### src/core/sddt_map.vh
// register offsets, field positions, reset values and timing counts of the drain delay timers
// assumes inclusion by the single design file of the block
`ifndef SDDT_MAP_VH
`define SDDT_MAP_VH
`define SDDT_OFF_STK2       12'h018
`define SDDT_OFF_STK3       12'h01c
`define SDDT_OFF_RDRAIN     12'h080
`define SDDT_OFF_MCDRAIN    12'h084
`define SDDT_OFF_INTSTS     12'h090
`define SDDT_OFF_INTMSK     12'h094
`define SDDT_OFF_STATE      12'h098
`define SDDT_STK_MSB        4
`define SDDT_DLY_MSB        15
`define SDDT_RDRAIN_RST     16'h00fa
`define SDDT_MCDRAIN_RST    16'h03e8
`define SDDT_CLK_MHZ        25
`define SDDT_TICK_US        1
`define SDDT_TICK_CYC       (`SDDT_CLK_MHZ * `SDDT_TICK_US)
`define SDDT_INT_RDONE      0
`define SDDT_INT_MSTART     1
`define SDDT_INT_MDONE      2
`endif

### src/core/sddt_top.v
// drain delay timers and stack configuration registers of a packet switch, APB slave
// assumes one 25 MHz clock, synchronous active low reset, inputs synchronous to the clock
`timescale 1ns/10ps
`include "sddt_map.vh"

// Operation
// - stack two config field, 5 bits, read-write, reset value from its straps
// - stack three config field, 5 bits, read-write, reset value from its straps
// - 16-bit reset drain delay in microseconds held for reset events
// - reset drain delay defaults to 250 microseconds
// - 16-bit mode change drain delay in microseconds held
// - at least the mode change delay elapses between started and done flags
// - mode change drain delay defaults to one millisecond
module sddt_top (
    // clock and reset
    input  wire        CLOCK,
    input  wire        RST_B,
    // apb slave
    input  wire        PSEL,
    input  wire        PENABLE,
    input  wire        PWRITE,
    input  wire [11:0] PADDR,
    input  wire [31:0] PWDATA,
    output reg  [31:0] PRDATA,
    output wire        PREADY,
    output wire        PSLVERR,
    // configuration straps
    input  wire [4:0]  STACK_TWO_CONFIG_STRAPS,
    input  wire [4:0]  STACK_THREE_CONFIG_STRAPS,
    // stack layout selects to the port stacks
    output wire [4:0]  STACK_TWO_LAYOUT_SELECT,
    output wire [4:0]  STACK_THREE_LAYOUT_SELECT,
    // reset drain handshake with the reset controller
    input  wire        RESET_DRAIN_START,
    output wire        RESET_DRAIN_BUSY,
    output reg         RESET_DRAIN_DONE,
    // operating mode change handshake with the port logic
    input  wire        MODE_CHANGE_REQ,
    output reg         MODE_CHANGE_STARTED_FLAG,
    output reg         MODE_CHANGE_DONE_FLAG,
    // interrupt
    output wire        IRQ
);

    // drain timer states
    localparam ST_IDLE  = 1'b0;
    localparam ST_DRAIN = 1'b1;

    // last divider count of one microsecond
    localparam [31:0] TICK_LAST_W = `SDDT_TICK_CYC - 1;
    localparam [4:0]  TICK_LAST   = TICK_LAST_W[4:0];

    // configuration and delay registers
    reg  [4:0]  stk2_q;
    reg  [4:0]  stk3_q;
    reg  [15:0] rdrain_q;
    reg  [15:0] mdrain_q;
    reg  [2:0]  int_sts_q;
    reg  [2:0]  int_msk_q;
    reg         strap_load_q;
    reg  [4:0]  div_q;
    reg         tick_q;
    reg         r_st_q;
    reg  [16:0] r_cnt_q;
    reg         m_st_q;
    reg  [16:0] m_cnt_q;
    reg  [2:0]  ev_d;
    reg  [31:0] rdata_d;
    wire        wr_en;
    wire        rd_en;
    wire        r_end;
    wire        m_end;
    wire        sel_stk2;
    wire        sel_stk3;
    wire        sel_rdrain;
    wire        sel_mdrain;
    wire        sel_ists;
    wire        sel_imsk;
    wire        ev_rdone;
    wire        ev_mstart;
    wire        ev_mdone;
    wire [2:0]  sts_clr;

    // the first tick after a start is partial, so one extra tick is counted;
    // this keeps every drain at least the programmed number of microseconds
    function delay_ended;
        input        st;
        input [16:0] cnt;
        input [15:0] lim;
        begin
            if (lim == 16'h0000) begin
                delay_ended = st;
            end else begin
                delay_ended = st && (cnt > {1'b0, lim});
            end
        end
    endfunction

    // register decode on the byte address
    function addr_hit;
        input [11:0] addr;
        input [11:0] offs;
        begin
            addr_hit = (addr == offs);
        end
    endfunction

    assign PREADY  = 1'b1;
    assign PSLVERR = 1'b0;
    assign wr_en   = PSEL && PENABLE && PWRITE;
    assign rd_en   = PSEL && !PWRITE;

    // one select per writable register, used by the stack and status write paths only
    assign sel_stk2   = addr_hit(PADDR, `SDDT_OFF_STK2);
    assign sel_stk3   = addr_hit(PADDR, `SDDT_OFF_STK3);
    assign sel_rdrain = addr_hit(PADDR, `SDDT_OFF_RDRAIN);
    assign sel_mdrain = addr_hit(PADDR, `SDDT_OFF_MCDRAIN);
    assign sel_ists   = addr_hit(PADDR, `SDDT_OFF_INTSTS);
    assign sel_imsk   = addr_hit(PADDR, `SDDT_OFF_INTMSK);

    // microsecond tick divider
    always @(posedge CLOCK) begin
        if (!RST_B) begin
            div_q  <= 5'h00;
            tick_q <= 1'b0;
        end else if (div_q == TICK_LAST) begin
            div_q  <= 5'h00;
            tick_q <= 1'b1;
        end else begin
            div_q  <= div_q + 5'h01;
            tick_q <= 1'b0;
        end
    end

    // stack config: straps caught on the first clock after reset release
    always @(posedge CLOCK) begin
        if (!RST_B) begin
            strap_load_q <= 1'b1;
            stk2_q       <= 5'h00;
            stk3_q       <= 5'h00;
        end else if (strap_load_q) begin
            strap_load_q <= 1'b0;
            stk2_q       <= STACK_TWO_CONFIG_STRAPS;
            stk3_q       <= STACK_THREE_CONFIG_STRAPS;
        end else if (wr_en && sel_stk2) begin
            stk2_q <= PWDATA[`SDDT_STK_MSB:0];
        end else if (wr_en && sel_stk3) begin
            stk3_q <= PWDATA[`SDDT_STK_MSB:0];
        end
    end

    // delay registers and masks
    always @(posedge CLOCK) begin
        if (!RST_B) begin
            rdrain_q  <= `SDDT_RDRAIN_RST;
            mdrain_q  <= `SDDT_MCDRAIN_RST;
            int_msk_q <= 3'h0;
        end else if (wr_en) begin
            case (PADDR)
                `SDDT_OFF_RDRAIN: begin
                    rdrain_q <= PWDATA[`SDDT_DLY_MSB:0];
                end
                `SDDT_OFF_MCDRAIN: begin
                    mdrain_q <= PWDATA[`SDDT_DLY_MSB:0];
                end
                `SDDT_OFF_INTMSK: begin
                    int_msk_q <= PWDATA[2:0];
                end
                default: ;
            endcase
        end
    end

    assign r_end = delay_ended(r_st_q, r_cnt_q, rdrain_q);
    assign m_end = delay_ended(m_st_q, m_cnt_q, mdrain_q);

    // reset drain timer
    always @(posedge CLOCK) begin
        if (!RST_B) begin
            r_st_q           <= ST_IDLE;
            r_cnt_q          <= 17'h00000;
            RESET_DRAIN_DONE <= 1'b0;
        end else begin
            RESET_DRAIN_DONE <= 1'b0;
            case (r_st_q)
                ST_IDLE: begin
                    if (RESET_DRAIN_START) begin
                        r_st_q  <= ST_DRAIN;
                        r_cnt_q <= 17'h00000;
                    end
                end
                ST_DRAIN: begin
                    if (r_end) begin
                        r_st_q           <= ST_IDLE;
                        RESET_DRAIN_DONE <= 1'b1;
                    end else if (tick_q) begin
                        r_cnt_q <= r_cnt_q + 17'h00001;
                    end
                end
                default: r_st_q <= ST_IDLE;
            endcase
        end
    end

    // mode change timer: started flag first, done flag after the delay
    always @(posedge CLOCK) begin
        if (!RST_B) begin
            m_st_q                   <= ST_IDLE;
            m_cnt_q                  <= 17'h00000;
            MODE_CHANGE_STARTED_FLAG <= 1'b0;
            MODE_CHANGE_DONE_FLAG    <= 1'b0;
        end else begin
            case (m_st_q)
                ST_IDLE: begin
                    if (MODE_CHANGE_REQ) begin
                        m_st_q                   <= ST_DRAIN;
                        m_cnt_q                  <= 17'h00000;
                        MODE_CHANGE_STARTED_FLAG <= 1'b1;
                        MODE_CHANGE_DONE_FLAG    <= 1'b0;
                    end
                end
                ST_DRAIN: begin
                    if (m_end) begin
                        m_st_q                   <= ST_IDLE;
                        MODE_CHANGE_STARTED_FLAG <= 1'b0;
                        MODE_CHANGE_DONE_FLAG    <= 1'b1;
                    end else if (tick_q) begin
                        m_cnt_q <= m_cnt_q + 17'h00001;
                    end
                end
                default: m_st_q <= ST_IDLE;
            endcase
        end
    end

    // single-cycle events of the two timers
    assign ev_rdone  = r_end;
    assign ev_mstart = (m_st_q == ST_IDLE) && MODE_CHANGE_REQ;
    assign ev_mdone  = m_end;
    assign sts_clr   = PWDATA[2:0];

    // sticky interrupt status, set wins over write-one-to-clear
    always @* begin
        ev_d = 3'h0;
        ev_d[`SDDT_INT_RDONE]  = ev_rdone;
        ev_d[`SDDT_INT_MSTART] = ev_mstart;
        ev_d[`SDDT_INT_MDONE]  = ev_mdone;
    end

    always @(posedge CLOCK) begin
        if (!RST_B) begin
            int_sts_q <= 3'h0;
        end else if (wr_en && sel_ists) begin
            int_sts_q <= (int_sts_q & ~sts_clr) | ev_d;
        end else begin
            int_sts_q <= int_sts_q | ev_d;
        end
    end

    assign IRQ = |(int_sts_q & int_msk_q);

    // read mux, unmapped reads return zero
    always @* begin
        rdata_d = 32'h0000_0000;
        case (PADDR)
            `SDDT_OFF_STK2: begin
                rdata_d[4:0] = stk2_q;
            end
            `SDDT_OFF_STK3: begin
                rdata_d[4:0] = stk3_q;
            end
            `SDDT_OFF_RDRAIN: begin
                rdata_d[15:0] = rdrain_q;
            end
            `SDDT_OFF_MCDRAIN: begin
                rdata_d[15:0] = mdrain_q;
            end
            `SDDT_OFF_INTSTS: begin
                rdata_d[2:0] = int_sts_q;
            end
            `SDDT_OFF_INTMSK: begin
                rdata_d[2:0] = int_msk_q;
            end
            `SDDT_OFF_STATE: begin
                rdata_d[3:0] = {MODE_CHANGE_DONE_FLAG,
                                MODE_CHANGE_STARTED_FLAG, m_st_q, r_st_q};
            end
            default:           rdata_d = 32'h0000_0000;
        endcase
    end

    // read data is caught in the setup cycle and held until the next read
    always @(posedge CLOCK) begin
        if (!RST_B) begin
            PRDATA <= 32'h0000_0000;
        end else if (rd_en && !PENABLE) begin
            PRDATA <= rdata_d;
        end
    end

    // exported views of the registers and timer state
    assign STACK_TWO_LAYOUT_SELECT   = stk2_q;
    assign STACK_THREE_LAYOUT_SELECT = stk3_q;
    assign RESET_DRAIN_BUSY          = r_st_q;

endmodule // sddt_top

### config.mk
export PLATFORM = sky130hd
export DESIGN_NAME = sddt_top
export DESIGN_NICKNAME = d
export VERILOG_FILES = /design/src/core/sddt_top.v
export VERILOG_INCLUDE_DIRS = /design/src /design/src/core
export SDC_FILE = /design/constraint.sdc
export NUM_CORES = 1
export LEC_CHECK = 0
export ABC_AREA = 1
export BUFFER_PORTS_ARGS = -buffer_cell sky130_fd_sc_hd__buf_2
export CAP_MARGIN = 20
export CORE_UTILIZATION = 57
export DETAILED_ROUTE_END_ITERATION = 7
export GPL_TIMING_DRIVEN = 0
export HOLD_SLACK_MARGIN = 0.1
export MAX_ROUTING_LAYER = met4
export PLACE_DENSITY = 0.79
export SYNTH_ARGS = -nofsm -noshare
export SYNTH_HDL_FRONTEND = slang
export SYNTH_SLANG_ARGS = --single-unit
export TNS_END_PERCENT = 20
### constraint.sdc
create_clock -name CLOCK -period 2.3 [get_ports CLOCK]
set_input_delay 0.46 -clock CLOCK [delete_from_list [all_inputs] [get_ports CLOCK]]
set_output_delay 0.46 -clock CLOCK [all_outputs]
set_load 0.03 [all_outputs]
== Yosys cells after proc, flatten, opt, wreduce, memory -nomap -nowiden ==
Cells that the tools add are included.

* Add/sub/neg operators: 3
* Magnitude comparators: 2
* Equal/unequal tests: 16
* Multiplexer cells: 35
* Bitwise logic cells: 8
* Reductions and logical operators: 26

{| class="wikitable"
|+ Operators with widths
! cell !! count
|-
| two-way mux 17 bit || 6
|-
| case mux 17 bit (2 select lines) || 2
|-
| equality test 12 x 8 -> 1 bit, second input constant || 5
|-
| adder 17 x 1 -> 17 bit, second input constant || 2
|-
| greater-than comparator 17 x 16 -> 1 bit || 2
|-
| logical NOT 16 bit || 2
|-
| two-way mux 5 bit || 5
|-
| equality test 12 x 5 -> 1 bit, second input constant || 2
|-
| case mux 11 bit (2 select lines) || 1
|-
| case mux 3 bit (7 select lines) || 1
|-
| inequality test 2 bit, second input constant || 7
|-
| two-way mux 1 bit || 13
|-
| AND reduction 2 bit || 6
|-
| logical AND 1 bit || 10
|-
| case mux 1 bit (2 select lines) || 4
|-
| AND 3 bit || 2
|-
| OR 3 bit || 2
|-
| AND reduction 3 bit || 2
|-
| adder 5 x 1 -> 5 bit, second input constant || 1
|-
| equality test 5 bit, second input constant || 1
|-
| case mux 1 bit (5 select lines) || 1
|-
| case mux 1 bit (4 select lines) || 1
|-
| nonzero test 2 bit || 2
|-
| two-way mux 3 bit || 1
|-
| other kinds (6) || 9
|}

* Bits in registers: 110
* Bits of input ports: 61
* Output and inout bits: 49
* Logic and storage cells: 107

== Logic depth before layout (Yosys ltp) ==
Gate-level depths: netlist of run 1.

* Depth in word-level cells: 6
* Gate-level depth with buffers: 17

== Worst setup path after synthesis of run 1 ==
OpenSTA, ideal clock, no wires.

* Kind: reg-to-reg
* Start: register mdrain_q[12]
* End: register m_cnt_q[0]
* Arrival time: 1681 ps
* Required time: 2184 ps
* Slack: 504 ps
* Stages on the path, launching flop included: 13
* Cells stage by stage: dfxtp_1 -> inv_1 -> ha_1 -> nand2_1 -> nor4b_1 -> nand3_1 -> nand2_2 -> nand2_4 -> nand2_8 -> nand2_8 -> buf_12 -> nor2_1 -> nor2_1

* Word-level cells in the longest chain between the ends: 5
* Elaborated cells on any way between the ends: 6
* Those cells by class: order compare: 1; eq/ne: 1; mux: 1; reduce/logical: 3

{| class="wikitable"
|+ Ends and longest elaborated chain
! element !! line !! text
|-
| start: declaration || sddt_top.v:57 || <nowiki>reg [15:0] mdrain_q;</nowiki>
|-
| start signal: assignment || sddt_top.v:156 || <nowiki>mdrain_q <= `SDDT_MCDRAIN_RST;</nowiki>
|-
| start signal: assignment || sddt_top.v:164 || <nowiki>mdrain_q <= PWDATA[`SDDT_DLY_MSB:0];</nowiki>
|-
| greater-than comparator 17 x 16 -> 1 bit || sddt_top.v:94 || <nowiki>delay_ended = st && (cnt > {1'b0, lim});</nowiki>
|-
| logical AND 1 bit || sddt_top.v:94 ||
|-
| two-way mux 1 bit (*) || sddt_top.v:91 || <nowiki>if (lim == 16'h0000) begin</nowiki>
|-
| inequality test 2 bit (no source line) (*) || n/a ||
|-
| AND reduction 3 bit (no source line) (*) || n/a ||
|-
| end signal: assignment || sddt_top.v:228 || <nowiki>m_cnt_q <= m_cnt_q + 17'h00001;</nowiki>
|-
| end: declaration || sddt_top.v:66 || <nowiki>reg [16:0] m_cnt_q;</nowiki>
|}

Mark *: on every way between the ends. The rest lies on a longest branch, timed or not.
A chain may end at the register's enable or synchronous reset.

== Worst setup path after layout of run 1 ==
* Start: register mdrain_q[11]
* End: register m_cnt_q[0]

The elaborated chain is that of the path after synthesis.

==> results of run 1 <==
-- worst paths after layout --
path                                      start          to  cells after the start
worst min-delay path            MODE_CHANGE_REQ      m_st_q                      3
worst max-delay path               mdrain_q[11]  m_cnt_q[0]                     12
worst min register to register        PRDATA[1]   PRDATA[1]                      2
worst max register to register     mdrain_q[11]  m_cnt_q[0]                     12
-- critical path, stage by stage (launching register included) --
cell	delay, ns
dfxtp_1	0.34
inv_1	0.09
ha_1	0.31
nand2_2	0.07
nor4b_1	0.33
nand3_1	0.13
nand2_2	0.10
nand2_4	0.08
nand2_8	0.12
nand2_8	0.09
buf_12	0.16
nor2_1	0.10
nor2_1	0.06
-- per-layer routing --
metal,track usage (%),routed length (um),vias to the layer above
met3,8.760,1587,30
li1,-,-,3227
met1,40.47,7887,2951
met5,-,0,-
met2,50.22,8232,272
met4,8.929,306,0
-- synth_stat cells, types with 3 or more instances --
cell / count
nor2_2: 5
nand3_2: 10
buf_4: 19
clkbuf_1: 23
or2_1: 3
dfxtp_1: 110
xor2_1: 18
nand2_2: 15
nand2_1: 142
nor2_4: 3
nor4_1: 7
o21ai_0: 21
nor3_2: 3
o221ai_1: 11
o21ai_1: 19
nand4_1: 17
inv_1: 100
ha_1: 36
buf_2: 6
o22ai_1: 3
o211ai_1: 22
inv_2: 14
nand3_1: 74
xnor2_1: 8
nor2_1: 91
a31oi_1: 5
nor3b_1: 4
nor3_1: 11
a21oi_1: 71
a21oi_2: 20
-- what timing repair did --
action	in CTS	in global routing
setup endpoints to repair	0	6
buffers inserted	0	0
resized for setup	0	1
-- cell usage in the layout (no fill, tap or decap), types with 21 or more instances in the layout --
cell type,synthesis,routed
nand2_1,142,141
dfxtp_1,110,110
inv_1,100,100
nor2_1,91,91
buf_2,6,81
nand3_1,74,74
a21oi_1,71,71
ha_1,36,36
clkbuf_1,23,23
o211ai_1,22,22
o21ai_0,21,21
-- cells by family (layout without fill, tap and decap cells) --
group	count (synthesis)	in the layout
and+or+nand+nor	398	398
AOI/OAI and AO/OA	176	176
buffers and inverters	167	258
DFF	110	110
adders and majority gates	36	36
xor gates and xnor gates	26	26
other	2	18
-- power by group through the flow --
stage	logic (uW)	registers, uW	clock network, uW
after detailed placement	437	2010	0
after global routing	480	1970	1630
final	444	1960	1540
after global placement	434	2010	0
after CTS	439	1960	1540
after floorplan	252	2050	0
-- flip-flops by register name, indices dropped and copies added (netlist names), 3 cells and up --
register / flops
m_cnt_q: 17
r_cnt_q: 17
PRDATA: 16
mdrain_q: 16
rdrain_q: 16
STACK_THREE_LAYOUT_SELECT: 5
STACK_TWO_LAYOUT_SELECT: 5
div_q: 5
int_msk_q: 3
int_sts_q: 3
-- layout make-up --
class	instances	area, um2	share of cell area (%)
clock inverters	7	56.30	0.7442
clock buffers	9	225.2	2.977
plain buffers	52	321.6	4.250
repair buffers	75	375.4	4.961
multi-input cells	654	3775	49.89
inverters	115	431.7	5.705
flip-flops and latches	110	2202	29.11
well taps	143	178.9	2.365
-- metrics by stage --
stage | utilization [%] | instance area [um2]
floorplan | - | 6728
CTS | 66.24 | 7564
global route | 66.26 | 7566
finish | 66.26 | 7566
detailed placement | 63.77 | 7282
global placement | 63.77 | 7282
==> run_results.csv, run 1 <==
group,metric,value,unit
sta,fmax,481.3,MHz
floorplanning,num_rows,39,
layout,diodes,0,
clocking,clock-root-buffer,"clkbuf_16",
sta,tightest_slew,0.8040,ns
global_route,grt_pass1_vias,5887,
floorplanning,start_util,58.39,%
power,powerDensity,521.2,nW/um2
clocking,insertion_delay,0.37,ns
sta,finalCritPeriodShare,90.34,%
sta,skew,0.007844,ns
floorplanning,dieArea,12130,um2
power,clkPwrFrac,39.0,%
logic_synthesis,synth-adder-area-share,6.755,%
clocking,cts.clk_slew.worst_paths,0.08,ns
global_route,antenna_found_initial,0,
logic_synthesis,syn_area,6668,um2
global_route,gr-total-overflow,0,
logic_synthesis,yosysWarnings,0,
drt,avgViaCountPerCell,5.562,
layout,layout.cells.non_filler,1165,
power,p_comb_share,11.3,%
clocking,tritoncts,"yes",
sta,hold_viol,0,
floorplanning,io_pins,110,
global_route,track_usage,32.01,%
drt,wl,18010,um
sta,slew_violations,0,
setup_path,worst-endpoint-required,2.56,ns
layout,fin_nets,1114,
power,leakagePower,0.003326,uW
drt,drtIter0Drc,518,
logic_synthesis,yosys.area.top_type,"dfxtp_1",
power,internal_power,2819,uW
run_status,status,"finished, final reports clean",
place,gp_congestion,0.9372,
hold_path,worst_hold_path_type,"in2reg",
setup_path,endpoint_kind,"flip-flop",
setup_path,path_class,"reg2reg",
power,switching_power,1124,uW
clocking,cts_sinks,110,
clocking,cts_buffers,9,
clocking,cts_hold_buf,0,
logic_synthesis,synth_top_family_by_area,"simple AND/OR/NAND/NOR gates",
sta,min_period,2.078,ns
sta,setup_slack,0.2221,ns
sta,fin_setup_tns,0,ns
logic_synthesis,muxShareOfSynthArea,0,%
logic_synthesis,netlist_top_cells_area,"dfxtp_1 (33%), nand2_1 (8.0%), ha_1 (6.8%)",
floorplanning,die_x,110.2,um
power,sw_frac_of_total,28.51,%
flow_run,max_cap_viol_count,0,
layout,drive_above_1_share,19.57,%
power,pwr-share-seq,49.8,%
sta,slew_headroom,46.40,%
logic_synthesis,synth_cells,915,
logic_synthesis,synth-seq-cells,110,
sta,fin_hold_ws,0.3386,ns
logic_synthesis,yosysTopAreaCellShare,33.03,%
logic_synthesis,synth_ff_type,"dfxtp_1",
logic_synthesis,synth-xor-area-share,3.415,%
drt,wl_per_cell,15.46,um
global_route,grt_max_degree,20,
drt,drtAntennaViolNets,0,
clocking,cts_buffer_depth,2,
setup_path,worstSetupStartpointType,"flip-flop",
setup_path,r2r_slack,0.22,ns
sta,rsz0062_at_grt,"no",
setup_path,arrival,2.34,ns
place,dp.cells,1149,
place,port_buffers,75,
setup_path,cp_max_fo,10,
floorplanning,die_h,110.2,um
layout,fillers,1047,
logic_synthesis,synth_edf_count,0,
logic_synthesis,synth.avg_cell_area,7.287,um2
drt,post-route-drc-count,0,
logic_synthesis,async_flop_share,0,%
global_route,grt_pass1_wl,28710,um
logic_synthesis,yosysSeqAreaShare,33.03,%
drt,num_vias,6480,
power,vdd_drop_max,691.1,uV
logic_synthesis,synth_compound_area_share,16.08,%
clocking,htreeDepth,3,
drt,dr.pass1.iters,5,
place,dp_slack,0.2124,ns
sta,setup_viol,0,
floorplanning,core-area,11420,um2
logic_synthesis,ys_types,47,
logic_synthesis,synth-simple-area-share,29.31,%
place,dp_hpwl,13830,um
layout,area_delta_synth_final,13.47,%
power,finalPower,3943,uW
Power figures use the tool's default switching activity.
==> run 2: changes to the inputs <==
--- a/config.mk
+++ b/config.mk
@@ -14,7 +14,7 @@
 export GPL_TIMING_DRIVEN = 0
 export HOLD_SLACK_MARGIN = 0.1
 export MAX_ROUTING_LAYER = met4
-export PLACE_DENSITY = 0.79
+export PLACE_DENSITY = 0.85
 export SYNTH_ARGS = -nofsm -noshare
 export SYNTH_HDL_FRONTEND = slang
 export SYNTH_SLANG_ARGS = --single-unit
==> run 2 against run 1 <==
Compared with the run above: hold slack worse by 0.0079 ns; global-route usage decreased by 0.80 points; highest routed layer unchanged; clock power up 11%; first-iteration DRC count fell by 2.7%; clock skew shrank 0.00073 ns; largest power group unchanged.
==> run_results.csv, run 2 (synthesized netlist as in run 1, its figures left out) <==
group,metric,value,unit
run_status,status,"finished, final reports clean",
sta,fin_setup_tns,0,ns
sta,fmax,477.2,MHz
place,place_area,7282,um2
floorplanning,die_h,110.2,um
setup_path,cp_max_fo,10,
setup_path,path_class,"reg2reg",
setup_path,endpoint_kind,"flip-flop",
clocking,tritoncts,"yes",
power,finalPower,4119,uW
clocking,cts_sinks,110,
floorplanning,core-area,11420,um2
setup_path,path_depth,15,
layout,multi_input_area,3777,um2
setup_path,ff2ff_path_depth,15,
setup_path,arrival,2.31,ns
sta,hold_viol,0,
layout,final_cell_mix,"nand2_1 (142), dfxtp_1 (108), inv_1 (100)",
power,leakagePower,0.003349,uW
setup_path,cp-endpoint,"r_cnt_q[13]",
place,port_buffers,75,
place,gp_congestion,0.9547,
clocking,htreeDepth,3,
power,sw_frac_of_total,26.46,%
drt,drtAntennaViolNets,0,
power,powerDensity,541.2,nW/um2
drt,wl_per_cell,15.08,um
setup_path,worstSetupStartpointType,"flip-flop",
sta,tightest_slew,0.8302,ns
sta,slew_violations,0,
setup_path,worst-endpoint-required,2.52,ns
global_route,gr-total-overflow,0,
layout,reg_top3,"m_cnt_q: 17 flops, r_cnt_q: 17 flops",
sta,finalCritPeriodShare,91.11,%
power,p_comb_share,10.8,%
setup_path,r2r-start,"rdrain_q[4]",
layout,area_delta_synth_final,14.13,%
layout,final_common_cell,"nand2_1",
drt,drtIter0Drc,504,
layout,fin_nets,1114,
drt,post-route-drc-count,0,
setup_path,crit_chain,"inv_1 > ha_1 > nand2_1 > inv_1 > nand2_1 > nand2_1 > nand2_1 > nand2_1 > nand2_1 > nand2_1 > nand2_2 > nand4_4 > buf_6 > nand3_1 > a21oi_2",
place,dp_hpwl,13270,um
sta,rsz0062_at_grt,"no",
power,switching_power,1090,uW
floorplanning,die_x,110.2,um
layout,drive_above_1_share,19.77,%
drt,wl,17570,um
power,vdd_drop_max,579.9,uV
setup_path,critPathBufInv,3,
layout,postLayoutCellArea,7610,um2
sta,setup_viol,0,
setup_path,cp-startpoint,"rdrain_q[4]",
sta,min_period,2.096,ns
clocking,insertion_delay,0.36,ns
clocking,cts_buffer_depth,2,
flow_run,max_cap_viol_count,0,
clocking,cts.clk_slew.worst_paths,0.08,ns
clocking,cts_buffers,9,
power,pwr-share-seq,47.7,%
layout,diodes,0,
global_route,antenna_found_initial,0,
global_route,grt_max_degree,19,
setup_path,cpPeakStageDelay,0.37,ns
sta,slew_headroom,44.65,%
setup_path,r2r_slack,0.20,ns
floorplanning,start_util,58.39,%
floorplanning,dieArea,12130,um2
global_route,grt_pass1_wl,28470,um
floorplanning,num_rows,39,
power,clkPwrFrac,41.5,%
setup_path,crit_path_frequent_cell,"nand2_1",
drt,num_vias,6443,
global_route,track_usage,31.20,%
drt,avgViaCountPerCell,5.530,
layout,regArea,2205,um2
setup_path,reg2reg_to,"r_cnt_q[13]",
clocking,cts_hold_buf,0,
sta,skew,0.007112,ns
global_route,grt_pass1_vias,5924,
layout,fillers,1019,
floorplanning,io_pins,110,
clocking,clock-root-buffer,"clkbuf_16",
drt,dr.pass1.iters,5,
setup_path,cp_top_family,"simple AND/OR/NAND/NOR gates",
setup_path,slowest_stage,"dfxtp_1",
power,internal_power,3029,uW
hold_path,worst_hold_path_type,"in2reg",
==> run 2: cell type report <==
| cell class | instances | area share, % |
|---|---|---|
| Buffer | 52 | 4.226 |
| Clock buffer | 9 | 2.960 |
| Clock inverter | 7 | 1.250 |
| Inverter | 115 | 5.672 |
| Sequential cell | 110 | 28.97 |
| Tap cell | 143 | 2.351 |
| Timing Repair Buffer | 75 | 4.933 |
| Multi-Input combinational cell | 654 | 49.64 |
==> run 2: tightest hold or removal path, cell delays in order <==
cell and delay (ns):
buf_2 0.09, nor2_1 0.03, nor2_1 0.08
==> run 2: worst min path at each step <==
| stage | from | end | cells past startpoint |
|---|---|---|---|
| 6_report | MODE_CHANGE_REQ | m_st_q | 3 |
| 5_1_grt | MODE_CHANGE_REQ | m_st_q | 3 |
| 4_1_cts | MODE_CHANGE_REQ | m_st_q | 3 |
| 3_5_place_dp | div_q[0] | div_q[0] | 1 |
| 3_3_place_gp | div_q[0] | div_q[0] | 1 |
| 2_1_floorplan | div_q[0] | div_q[0] | 1 |
==> run 2: metrics by stage <==
step	setup slack, ns	hold WS (ns)	instances	util (%)
after floorplan	0.5036	0.4300	931	-
after global placement	0.1547	0.4434	1149	63.77
after detailed placement	0.03139	0.4536	1149	63.77
after CTS	0.1505	0.3278	1165	66.58
after global routing	0.01388	0.3479	1165	66.64
final	0.2044	0.3307	1165	66.64
==> run 2: what timing repair did <==
| action | in CTS | in global routing |
|---|---|---|
| setup endpoints to repair | 0 | 1 |
| gates resized for setup | 0 | 3 |
| buffers inserted | 0 | 0 |
==> run 2: metal layers <==
layer / up-vias / routed length [um] / global-route usage (%)
li1: 3218 / - / -
met1: 2907 / 7772 / 39.98
met2: 274 / 7997 / 49.20
met3: 44 / 1298 / 6.408
met4: 0 / 498 / 10.34
met5: - / 0 / -
==> run 2: power groups by stage <==
stage / combinational, uW / sequential (uW) / clock, uW
final: 444 / 1960 / 1710
after detailed placement: 436 / 2010 / 0
after floorplan: 252 / 2050 / 0
after global routing: 479 / 1970 / 1790
after global placement: 431 / 2010 / 0
after CTS: 438 / 1960 / 1720
